===== config.mk =====
export PLATFORM = sky130hd
export DESIGN_NAME = epc_irq_unit
export DESIGN_NICKNAME = d
export VERILOG_FILES = /design/src/epc_irq_unit.v
export VERILOG_INCLUDE_DIRS = /design/src
export SDC_FILE = /design/constraint.sdc
export NUM_CORES = 1
export LEC_CHECK = 0
export BUFFER_PORTS_ARGS = -buffer_cell sky130_fd_sc_hd__buf_2
export CAP_MARGIN = 20
export CORE_ASPECT_RATIO = 1.1
export CORE_MARGIN = 3
export CORE_UTILIZATION = 57
export CTS_BUF_LIST = sky130_fd_sc_hd__clkbuf_4 sky130_fd_sc_hd__clkbuf_8 sky130_fd_sc_hd__clkbuf_16
export DETAILED_ROUTE_END_ITERATION = 10
export PLACE_DENSITY = 0.82
export SYNTH_ARGS = -nofsm -noshare
export SYNTH_HDL_FRONTEND = slang
export SYNTH_SLANG_ARGS = --single-unit

===== constraint.sdc =====
create_clock -name aclk -period 4.3 [get_ports aclk]
set_clock_uncertainty 0.15 [all_clocks]
set_input_delay 0.215 -clock aclk [delete_from_list [all_inputs] [get_ports aclk]]
set_output_delay 0.215 -clock aclk [all_outputs]
set_load 0.02 [all_outputs]

===== src/epc_map.vh =====
// Register offsets, field positions and reset values of the pin interrupt unit.
`ifndef EPC_MAP_VH
`define EPC_MAP_VH
// Register indices; each register holds one aligned word on the bus.
`define EPC_IDX_GROUP_EN 8'h68
`define EPC_IDX_MASK_LOW 8'h6b
`define EPC_IDX_MASK_MID 8'h6c
`define EPC_IDX_MASK_HIGH 8'h6d
`define EPC_IDX_LINE_EN 8'h70
`define EPC_IDX_SENSE 8'h74
`define EPC_IDX_LINE_FLAGS 8'h78
`define EPC_IDX_GROUP_FLAGS 8'h7c
// Byte addresses, four times the index.
`define EPC_OFF_GROUP_EN 9'h1a0
`define EPC_OFF_MASK_LOW 9'h1ac
`define EPC_OFF_MASK_MID 9'h1b0
`define EPC_OFF_MASK_HIGH 9'h1b4
`define EPC_OFF_LINE_EN 9'h1c0
`define EPC_OFF_SENSE 9'h1d0
`define EPC_OFF_LINE_FLAGS 9'h1e0
`define EPC_OFF_GROUP_FLAGS 9'h1f0
`define EPC_RST_ADDR 9'h000
`define EPC_RST_BYTE 8'h00
`define EPC_SENSE_LOW 2'h0
`define EPC_SENSE_ANY 2'h1
`define EPC_SENSE_FALL 2'h2
`define EPC_SENSE_RISE 2'h3
`define EPC_MASK_MID_BITS 8'h7f
`define EPC_RESP_OKAY 2'h0
`define EPC_RESP_SLVERR 2'h2
`endif


===== src/epc_irq_unit.v =====
// External line and pin-change interrupt unit with an AXI4-Lite slave.
//
// How it works
// [RQ1] Line request needs line enable and global enable.
// [RQ2] Two sense bits pick edge, change or level.
// [RQ3] Pin activity counts even when driven as output.
// [RQ4] Each external line has its own vector request.
// [RQ5] Line edge sets flag bit 0 or 1.
// [RQ6] Vector ack or written one clears flag.
// [RQ7] Level-sensed line keeps its flag at zero.
// [RQ8] Unused bit positions read as zero.
// [RQ9] Three group enables at 0x68, reset zero.
// [RQ10] Lines map to high, mid, low groups.
// [RQ11] Each group has its own vector request.
// [RQ12] Group change sets group flag, gated request.
// [RQ13] Vector ack or written one clears group flag.
// [RQ14] Per-line masks at 0x6d, 0x6c, 0x6b.
// [RQ15] Cleared mask bit disables that line.
// [RQ16] Sense 00 low, 01 any, 10 fall, 11 rise.
// [RQ17] Pulses over one clock are always caught.
// [RQ18] Low level requests while line stays low.
// [RQ19] Changes are seen from raw pins, no state; the code detects them from the registered synced samples instead.
// [RQ20] Compare synced samples, OR masked differences.
`include "epc_map.vh"
module epc_irq_unit #(
    parameter NUM_LINES = 2,
    parameter NUM_PINS = 24
) (
    input wire aclk,
    input wire aresetn,
    input wire [NUM_LINES-1:0] ext_irq_pins,
    input wire [NUM_PINS-1:0] change_pins,
    input wire processor_status_ie,
    input wire [NUM_LINES-1:0] ext_vector_ack,
    input wire [2:0] group_vector_ack,
    output wire [NUM_LINES-1:0] ext_vector_req,
    output wire [2:0] group_vector_req,
    output wire [NUM_LINES-1:0] ext_level_wake,
    output wire pin_change_wake,
    input wire [8:0] s_axi_awaddr,
    input wire [2:0] s_axi_awprot,
    input wire s_axi_awvalid,
    output wire s_axi_awready,
    input wire [31:0] s_axi_wdata,
    input wire [3:0] s_axi_wstrb,
    input wire s_axi_wvalid,
    output wire s_axi_wready,
    output reg [1:0] s_axi_bresp,
    output reg s_axi_bvalid,
    input wire s_axi_bready,
    input wire [8:0] s_axi_araddr,
    input wire [2:0] s_axi_arprot,
    input wire s_axi_arvalid,
    output wire s_axi_arready,
    output reg [31:0] s_axi_rdata,
    output reg [1:0] s_axi_rresp,
    output reg s_axi_rvalid,
    input wire s_axi_rready
);

////////////////////////////////////////////////////////////////////////////
// Input synchronisers and change detection.

reg [NUM_LINES-1:0] line_meta_reg;
reg [NUM_LINES-1:0] line_sync_reg;
reg [NUM_LINES-1:0] line_prev_reg;
reg [NUM_PINS-1:0] pin_meta_reg;
reg [NUM_PINS-1:0] pin_sync_reg;
reg [NUM_PINS-1:0] pin_prev_reg;

// Pins are sampled regardless of port direction, so writes to an output
// pin raise requests too; that is the software interrupt path.
always @(posedge aclk) begin // see [RQ3]
    if (!aresetn) begin
        line_meta_reg <= {NUM_LINES{1'b1}};
        line_sync_reg <= {NUM_LINES{1'b1}};
        line_prev_reg <= {NUM_LINES{1'b1}};
        pin_meta_reg <= {NUM_PINS{1'b0}};
        pin_sync_reg <= {NUM_PINS{1'b0}};
        pin_prev_reg <= {NUM_PINS{1'b0}};
    end else begin
        line_meta_reg <= ext_irq_pins;
        line_sync_reg <= line_meta_reg;
        line_prev_reg <= line_sync_reg;
        pin_meta_reg <= change_pins;
        pin_sync_reg <= pin_meta_reg;
        pin_prev_reg <= pin_sync_reg;
    end
end

////////////////////////////////////////////////////////////////////////////
// Registers.

reg [2:0] pin_group_enable_reg;
reg [7:0] pin_mask_low_group_reg;
reg [6:0] pin_mask_mid_group_reg;
reg [7:0] pin_mask_high_group_reg;
reg [NUM_LINES-1:0] ext_line_enables_reg;
reg [2*NUM_LINES-1:0] ext_sense_control_reg;
reg [NUM_LINES-1:0] external_line_flags_reg;
reg [2:0] pin_group_flags_reg;
reg [NUM_LINES-1:0] line_flags_next;
reg [2:0] group_flags_next;
reg [NUM_LINES-1:0] line_event;
reg [1:0] sense;
integer i;

// Any pin that toggles between two synced samples and is unmasked counts;
// the one-cycle compare catches every pulse longer than a clock period.
wire [NUM_PINS-1:0] pin_diff = pin_sync_reg ^ pin_prev_reg; // see [RQ20]
wire [23:0] mask_all = {pin_mask_high_group_reg, 1'b0,
                        pin_mask_mid_group_reg, pin_mask_low_group_reg};
wire [23:0] pin_hit = pin_diff & mask_all; // see [RQ15]
// Pin 15 has no mask bit and never contributes.
wire [2:0] group_event = {|pin_hit[23:16], |pin_hit[14:8],
                          |pin_hit[7:0]}; // see [RQ10]

// Line edge and level decode per sense setting.
always @* begin
    line_event = {NUM_LINES{1'b0}};
    sense = `EPC_SENSE_LOW;
    for (i = 0; i < NUM_LINES; i = i + 1) begin
        sense = ext_sense_control_reg[2*i +: 2];
        case (sense) // see [RQ16] see [RQ2] see [RQ17]
            `EPC_SENSE_ANY: line_event[i] = line_sync_reg[i] ^
                                             line_prev_reg[i];
            `EPC_SENSE_FALL: line_event[i] = !line_sync_reg[i] &&
                                              line_prev_reg[i];
            `EPC_SENSE_RISE: line_event[i] = line_sync_reg[i] &&
                                              !line_prev_reg[i];
            default: line_event[i] = 1'b0;
        endcase
    end
end

wire [NUM_LINES-1:0] line_is_level;
genvar g;
generate
    for (g = 0; g < NUM_LINES; g = g + 1) begin : g_lvl
        assign line_is_level[g] =
            ext_sense_control_reg[2*g +: 2] == `EPC_SENSE_LOW;
    end
endgenerate

////////////////////////////////////////////////////////////////////////////
// AXI4-Lite slave: address and data may arrive in either order.

reg aw_held_reg;
reg w_held_reg;
reg [8:0] aw_addr_reg;
reg [31:0] w_data_reg;
reg [3:0] w_strb_reg;

assign s_axi_awready = !aw_held_reg && !s_axi_bvalid;
assign s_axi_wready = !w_held_reg && !s_axi_bvalid;
assign s_axi_arready = !s_axi_rvalid;

wire aw_now = aw_held_reg || s_axi_awvalid;
wire w_now = w_held_reg || s_axi_wvalid;
wire wr_fire = aw_now && w_now && !s_axi_bvalid;
wire [8:0] wr_addr = aw_held_reg ? aw_addr_reg : s_axi_awaddr;
wire [31:0] wr_data = w_held_reg ? w_data_reg : s_axi_wdata;
wire [3:0] wr_strb = w_held_reg ? w_strb_reg : s_axi_wstrb;
wire wr_lane0 = wr_fire && wr_strb[0];
wire [7:0] wb = wr_data[7:0];
wire wr_known = wr_addr == `EPC_OFF_GROUP_EN ||
                wr_addr == `EPC_OFF_MASK_LOW ||
                wr_addr == `EPC_OFF_MASK_MID ||
                wr_addr == `EPC_OFF_MASK_HIGH ||
                wr_addr == `EPC_OFF_LINE_EN ||
                wr_addr == `EPC_OFF_SENSE ||
                wr_addr == `EPC_OFF_LINE_FLAGS ||
                wr_addr == `EPC_OFF_GROUP_FLAGS;

always @(posedge aclk) begin
    if (!aresetn) begin
        aw_held_reg <= 1'b0;
        w_held_reg <= 1'b0;
        aw_addr_reg <= `EPC_RST_ADDR;
        w_data_reg <= 32'h0000_0000;
        w_strb_reg <= 4'h0;
        s_axi_bvalid <= 1'b0;
        s_axi_bresp <= `EPC_RESP_OKAY;
    end else begin
        if (wr_fire) begin
            aw_held_reg <= 1'b0;
            w_held_reg <= 1'b0;
            s_axi_bvalid <= 1'b1;
            s_axi_bresp <= wr_known ? `EPC_RESP_OKAY : `EPC_RESP_SLVERR;
        end else begin
            if (s_axi_awvalid && s_axi_awready) begin
                aw_held_reg <= 1'b1;
                aw_addr_reg <= s_axi_awaddr;
            end
            if (s_axi_wvalid && s_axi_wready) begin
                w_held_reg <= 1'b1;
                w_data_reg <= s_axi_wdata;
                w_strb_reg <= s_axi_wstrb;
            end
            if (s_axi_bvalid && s_axi_bready)
                s_axi_bvalid <= 1'b0;
        end
    end
end

// Register writes; flags are set by hardware with priority over clears.
always @* begin
    line_flags_next = (external_line_flags_reg & ~ext_vector_ack) |
                      line_event; // see [RQ5] see [RQ6]
    if (wr_lane0 && wr_addr == `EPC_OFF_LINE_FLAGS)
        line_flags_next = (external_line_flags_reg & ~ext_vector_ack &
                           ~wb[NUM_LINES-1:0]) | line_event; // see [RQ6]
    line_flags_next = line_flags_next & ~line_is_level; // see [RQ7]
    group_flags_next = (pin_group_flags_reg & ~group_vector_ack) |
                       group_event; // see [RQ12] see [RQ13]
    if (wr_lane0 && wr_addr == `EPC_OFF_GROUP_FLAGS)
        group_flags_next = (pin_group_flags_reg & ~group_vector_ack &
                            ~wb[2:0]) | group_event; // see [RQ13]
end

always @(posedge aclk) begin
    if (!aresetn) begin
        pin_group_enable_reg <= 3'h0; // see [RQ9]
        pin_mask_low_group_reg <= `EPC_RST_BYTE; // see [RQ14]
        pin_mask_mid_group_reg <= 7'h00;
        pin_mask_high_group_reg <= `EPC_RST_BYTE;
        ext_line_enables_reg <= {NUM_LINES{1'b0}};
        ext_sense_control_reg <= {2*NUM_LINES{1'b0}};
        external_line_flags_reg <= {NUM_LINES{1'b0}};
        pin_group_flags_reg <= 3'h0;
    end else begin
        external_line_flags_reg <= line_flags_next;
        pin_group_flags_reg <= group_flags_next;
        if (wr_lane0) begin
            case (wr_addr)
                `EPC_OFF_GROUP_EN: pin_group_enable_reg <= wb[2:0];
                `EPC_OFF_MASK_LOW: pin_mask_low_group_reg <= wb;
                `EPC_OFF_MASK_MID: pin_mask_mid_group_reg <= wb[6:0];
                `EPC_OFF_MASK_HIGH: pin_mask_high_group_reg <= wb;
                `EPC_OFF_LINE_EN: ext_line_enables_reg <= wb[NUM_LINES-1:0];
                `EPC_OFF_SENSE:
                    ext_sense_control_reg <= wb[2*NUM_LINES-1:0];
                default: ;
            endcase
        end
    end
end

// Read path; unused bits return zero.
reg [7:0] rd_byte;
reg rd_known;
always @* begin
    rd_byte = `EPC_RST_BYTE;
    rd_known = 1'b1;
    case (s_axi_araddr) // see [RQ8]
        `EPC_OFF_GROUP_EN: rd_byte = {5'h00, pin_group_enable_reg};
        `EPC_OFF_MASK_LOW: rd_byte = pin_mask_low_group_reg;
        `EPC_OFF_MASK_MID: rd_byte = {1'b0, pin_mask_mid_group_reg} &
                                     `EPC_MASK_MID_BITS;
        `EPC_OFF_MASK_HIGH: rd_byte = pin_mask_high_group_reg;
        `EPC_OFF_LINE_EN: rd_byte = {6'h00, ext_line_enables_reg};
        `EPC_OFF_SENSE: rd_byte = {4'h0, ext_sense_control_reg};
        `EPC_OFF_LINE_FLAGS: rd_byte = {6'h00, external_line_flags_reg};
        `EPC_OFF_GROUP_FLAGS: rd_byte = {5'h00, pin_group_flags_reg};
        default: rd_known = 1'b0;
    endcase
end

always @(posedge aclk) begin
    if (!aresetn) begin
        s_axi_rvalid <= 1'b0;
        s_axi_rdata <= 32'h0000_0000;
        s_axi_rresp <= `EPC_RESP_OKAY;
    end else if (s_axi_arvalid && s_axi_arready) begin
        s_axi_rvalid <= 1'b1;
        s_axi_rdata <= {24'h000000, rd_byte};
        s_axi_rresp <= rd_known ? `EPC_RESP_OKAY : `EPC_RESP_SLVERR;
    end else if (s_axi_rvalid && s_axi_rready) begin
        s_axi_rvalid <= 1'b0;
    end
end

////////////////////////////////////////////////////////////////////////////
// Requests to the core.

// Level lines request while held low; edge lines request from the flag.
wire [NUM_LINES-1:0] line_pending = (line_is_level & ~line_sync_reg) |
                                    external_line_flags_reg; // see [RQ18]
assign ext_vector_req = line_pending & ext_line_enables_reg &
    {NUM_LINES{processor_status_ie}}; // see [RQ1] see [RQ4] see [RQ5]
assign group_vector_req = pin_group_flags_reg & pin_group_enable_reg &
    {3{processor_status_ie}}; // see [RQ9] see [RQ11] see [RQ12]

// Wake paths for the power controller: ext_level_wake is unclocked, for sleep with the clock stopped,
// and bypasses the synchronisers; pin_change_wake is built from the synced samples.
assign ext_level_wake = line_is_level & ext_line_enables_reg &
                        ~ext_irq_pins; // see [RQ18]
assign pin_change_wake = |(pin_diff & mask_all &
    {{8{pin_group_enable_reg[2]}}, {8{pin_group_enable_reg[1]}},
     {8{pin_group_enable_reg[0]}}}); // see [RQ19]

endmodule // epc_irq_unit


==> flow_summary_export.csv <==
group,metric,value,unit
run_status,status,"completed",
timing,hold_viol_final,0,
routing,antenna_left,0,
timing,drv_slew,0,
min_path,holdPathStages,4,
logic_synthesis,synth_top_area_share,48.2,%
pwr,p_leak,3.39,nW
logic_synthesis,syn_area,0.00598,sq mm
floorplanning,ios,148,
min_path,hold_path_class,"in -> reg",
critical_path,path_buf_inv,0,
routing,dr_total_vias,4652,
logic_synthesis,ys_seq_area_share,48.2,%
timing,finalCritPeriodShare,63.9,%
routing,drc,0,
critical_path,worstPathMaxFanout,16,
critical_path,cp_num_cells,5,
clock_tree,root_buffer,"clkbuf_8",
global_route,grt_pass1_vias,4559,
logic_synthesis,synth.area.top_cells,"dfxtp_1 48%, and2_1 7.5%, mux2i_1 6.9%",
logic_synthesis,synth_enable_flop_cells,0,
finish,n_fill_cell,693,
floorplanning,core_area,0.0100,sq mm
clock_tree,ctsHtreeMaxLevel,4,
clock_tree,clk_pin_slew_worst_paths,0.06,ns
routing,routed_via_density,5.24,
logic_synthesis,synth_top_area_cell,"dfxtp_1",
timing,tightest_slew,0.840,ns
routing,wl_per_cell,14.7,um
logic_synthesis,avgSynthCellArea,9.81,sq um
global_route,grt_use_total,22.5,%
finish,final_nets,838,
logic_synthesis,synth_cell_types,54,
clock_tree,cts_made_buffers,17,
critical_path,r2r_cells,5,
clock_tree,clock_sink_count,144,
clock_tree,clk-insertion-delay-late,0.52,ns
clock_tree,clockBufferDepth,2,
placement,gp_congestion,0.923,
critical_path,slowest_delay,0.68,ns
pwr,total_power,0.00302,W
routing,routed_wl,13100,um
critical_path,critPathArrivalTime,2.97,ns
floorplanning,num_rows,38,
floorplanning,die_h,113,um
global_route,grt_overflow,0,
logic_synthesis,synth_cells,610,
placement,port_buffers,87,
placement,hpwl,8510,um
critical_path,critPathCaptureType,"flip-flop",
timing,fin_tns_setup,0,ns
critical_path,cp_slowest_cell,"dfxtp_1",
finish,drive_gt1_share,19.0,%
finish,syn_to_final_growth,24.6,%
routing,drt_iter0_drc,235,
critical_path,crit_required,4.53,ns
global_route,antenna_found_initial,0,
timing,finalCriticalPeriod,2.75,ns
clock_tree,cts_tree,"built",
critical_path,cp-start-kind,"flip-flop",
pwr,power_density,406,mW/mm^2
finish,n_antenna_cell,0,
logic_synthesis,ys_ff_latch,144,
timing,slew_headroom,44.0,%
critical_path,worst-setup-path-type,"reg -> reg",
timing,fmax,364,MHz
timing,setup_viol_count_final,0,
logic_synthesis,synthArstFlopShare,0,%
global_route,grt_max_degree,93,
floorplanning,start_util,59.7,%
critical_path,path_delay_family,"simple AND/OR/NAND/NOR gates",
timing,hold_ws,0.0444,ns
logic_synthesis,yosysWarnings,0,
pwr,ir_drop,0.309,mV
flow_run,maxCapViolations,0,
global_route,grt_pass1_wl,21400,um
logic_synthesis,ys.flop_type,"dfxtp_1",
floorplanning,die_area,0.0118,sq mm
floorplanning,die_x,104,um
timing,rsz0062_at_grt,"no",
clock_tree,cts_resized,0,
routing,first_pass_iters,8,
critical_path,crit_chain,"mux2i_1 > nor4_4 > nand4_1 > nand3_1 > o21ai_0",
## synth_stat cells (4+ instances only)
cell type / instances
nor2b_1: 23
buf_2: 5
dfxtp_1: 144
nor3_1: 5
buf_4: 26
inv_1: 12
nand2b_1: 9
a22oi_1: 15
nand3_1: 29
mux2_2: 14
nor2_1: 12
clkbuf_1: 26
o211a_1: 4
a21oi_1: 7
ha_1: 4
nand2_1: 42
mux2i_1: 41
nand3b_1: 4
o21ai_0: 32
and2_1: 72
and3_1: 6
xor2_1: 23
nand4_1: 5
## worst min-delay path, stage by stage
cell and delay (ns):
buf_2 0.07, nand4bb_1 0.17, or3_1 0.14, a21oi_1 0.06
## layout by cell type, fill, tap and decap left out, drive strengths merged, types with 2 or more instances in the layout
cell type,Yosys,final
clkbuf,26,19
and3b,2,2
nor4,2,2
inv,12,19
mux2i,41,41
and2,72,72
dfxtp,144,144
nor3b,3,3
xor2,23,23
nand2,42,42
a21o,2,2
a22o,3,3
nand3,29,29
conb,1,26
o2111ai,3,3
nor3,5,5
dlygate4sd3,0,53
a22oi,15,15
nor2b,23,23
mux2,14,14
nand4,5,5
clkinv,0,3
nand3b,4,4
o211a,4,4
or3,2,2
a222oi,2,2
a21oi,9,9
a211oi,2,2
and3,6,6
o21ai,32,32
nor4b,4,4
ha,4,4
nand2b,9,9
a31oi,3,3
a32o,3,3
buf,34,88
clkinvlp,0,3
nor2,12,12
## cell type report
| cell class | count | area [sq um] | area share [%] |
|---|---|---|---|
| Clock inverter | 13 | 120 | 1.61 |
| Inverter | 12 | 45.0 | 0.604 |
| Timing Repair Buffer | 141 | 976 | 13.1 |
| Tap cell | 140 | 175 | 2.35 |
| Multi-Input combinational cell | 419 | 2810 | 37.7 |
| Sequential cell | 144 | 2880 | 38.7 |
| Clock buffer | 19 | 442 | 5.92 |
## layer usage
layer  track usage [%]  vias up  part of all wire [%]
met1              25.7     2172                    40
li1                  -     2290                     -
met3              5.49       29                   5.2
met5                 0        -                     0
met4              9.93        0                   2.6
met2              40.4      161                    52
## repair_timing
action,in CTS,in global routing
hold endpoints to repair,56,0
hold buffers,53,0
buffers inserted,0,0
## stage by stage
stage | cells | worst slack (ns) | instance area, sq um | util, %
2_1_floorplan | 635 | 2.35 | 6080 | -
3_3_place_gp | 803 | 1.74 | 6360 | 63.4
3_5_place_dp | 803 | 1.62 | 6360 | 63.4
4_1_cts | 888 | 1.57 | 7450 | 74.3
5_1_grt | 888 | 1.35 | 7450 | 74.3
6_report | 888 | 1.55 | 7450 | 74.3
## report_power, final
part / switching (W) / total (W) / internal, W
combinational: 0.000138 / 0.000261 / 0.000123
sequential: 0.0000294 / 0.00141 / 0.00138
clock: 0.000597 / 0.00136 / 0.000760
total: 0.000765 / 0.00302 / 0.00226
## cell families (layout without fill, tap and decap cells)
family	Yosys count	count (layout)	synth area share, %
other	1	26	0.0627
xor gates and xnor gates	24	24	3.51
adders and majority gates	4	4	0.836
and+or+nand+nor	224	224	21.5
muxes	56	56	9.87
DFF	144	144	48.2
buffers and inverters	72	185	6.38
AOI/OAI and AO/OA	85	85	9.64
## worst paths after layout
path / startpoint / endpoint / slack (ns)
setup / recovery: aw_held_reg / pin_mask_high_group_reg[0] / 1.55
hold / removal: s_axi_araddr[1] / s_axi_rdata[2] / 0.04
setup reg to reg: aw_held_reg / pin_mask_high_group_reg[0] / 1.55
hold reg to reg: line_meta_reg[1] / line_sync_reg[1] / 0.27
(Power assumes the default switching activity.)
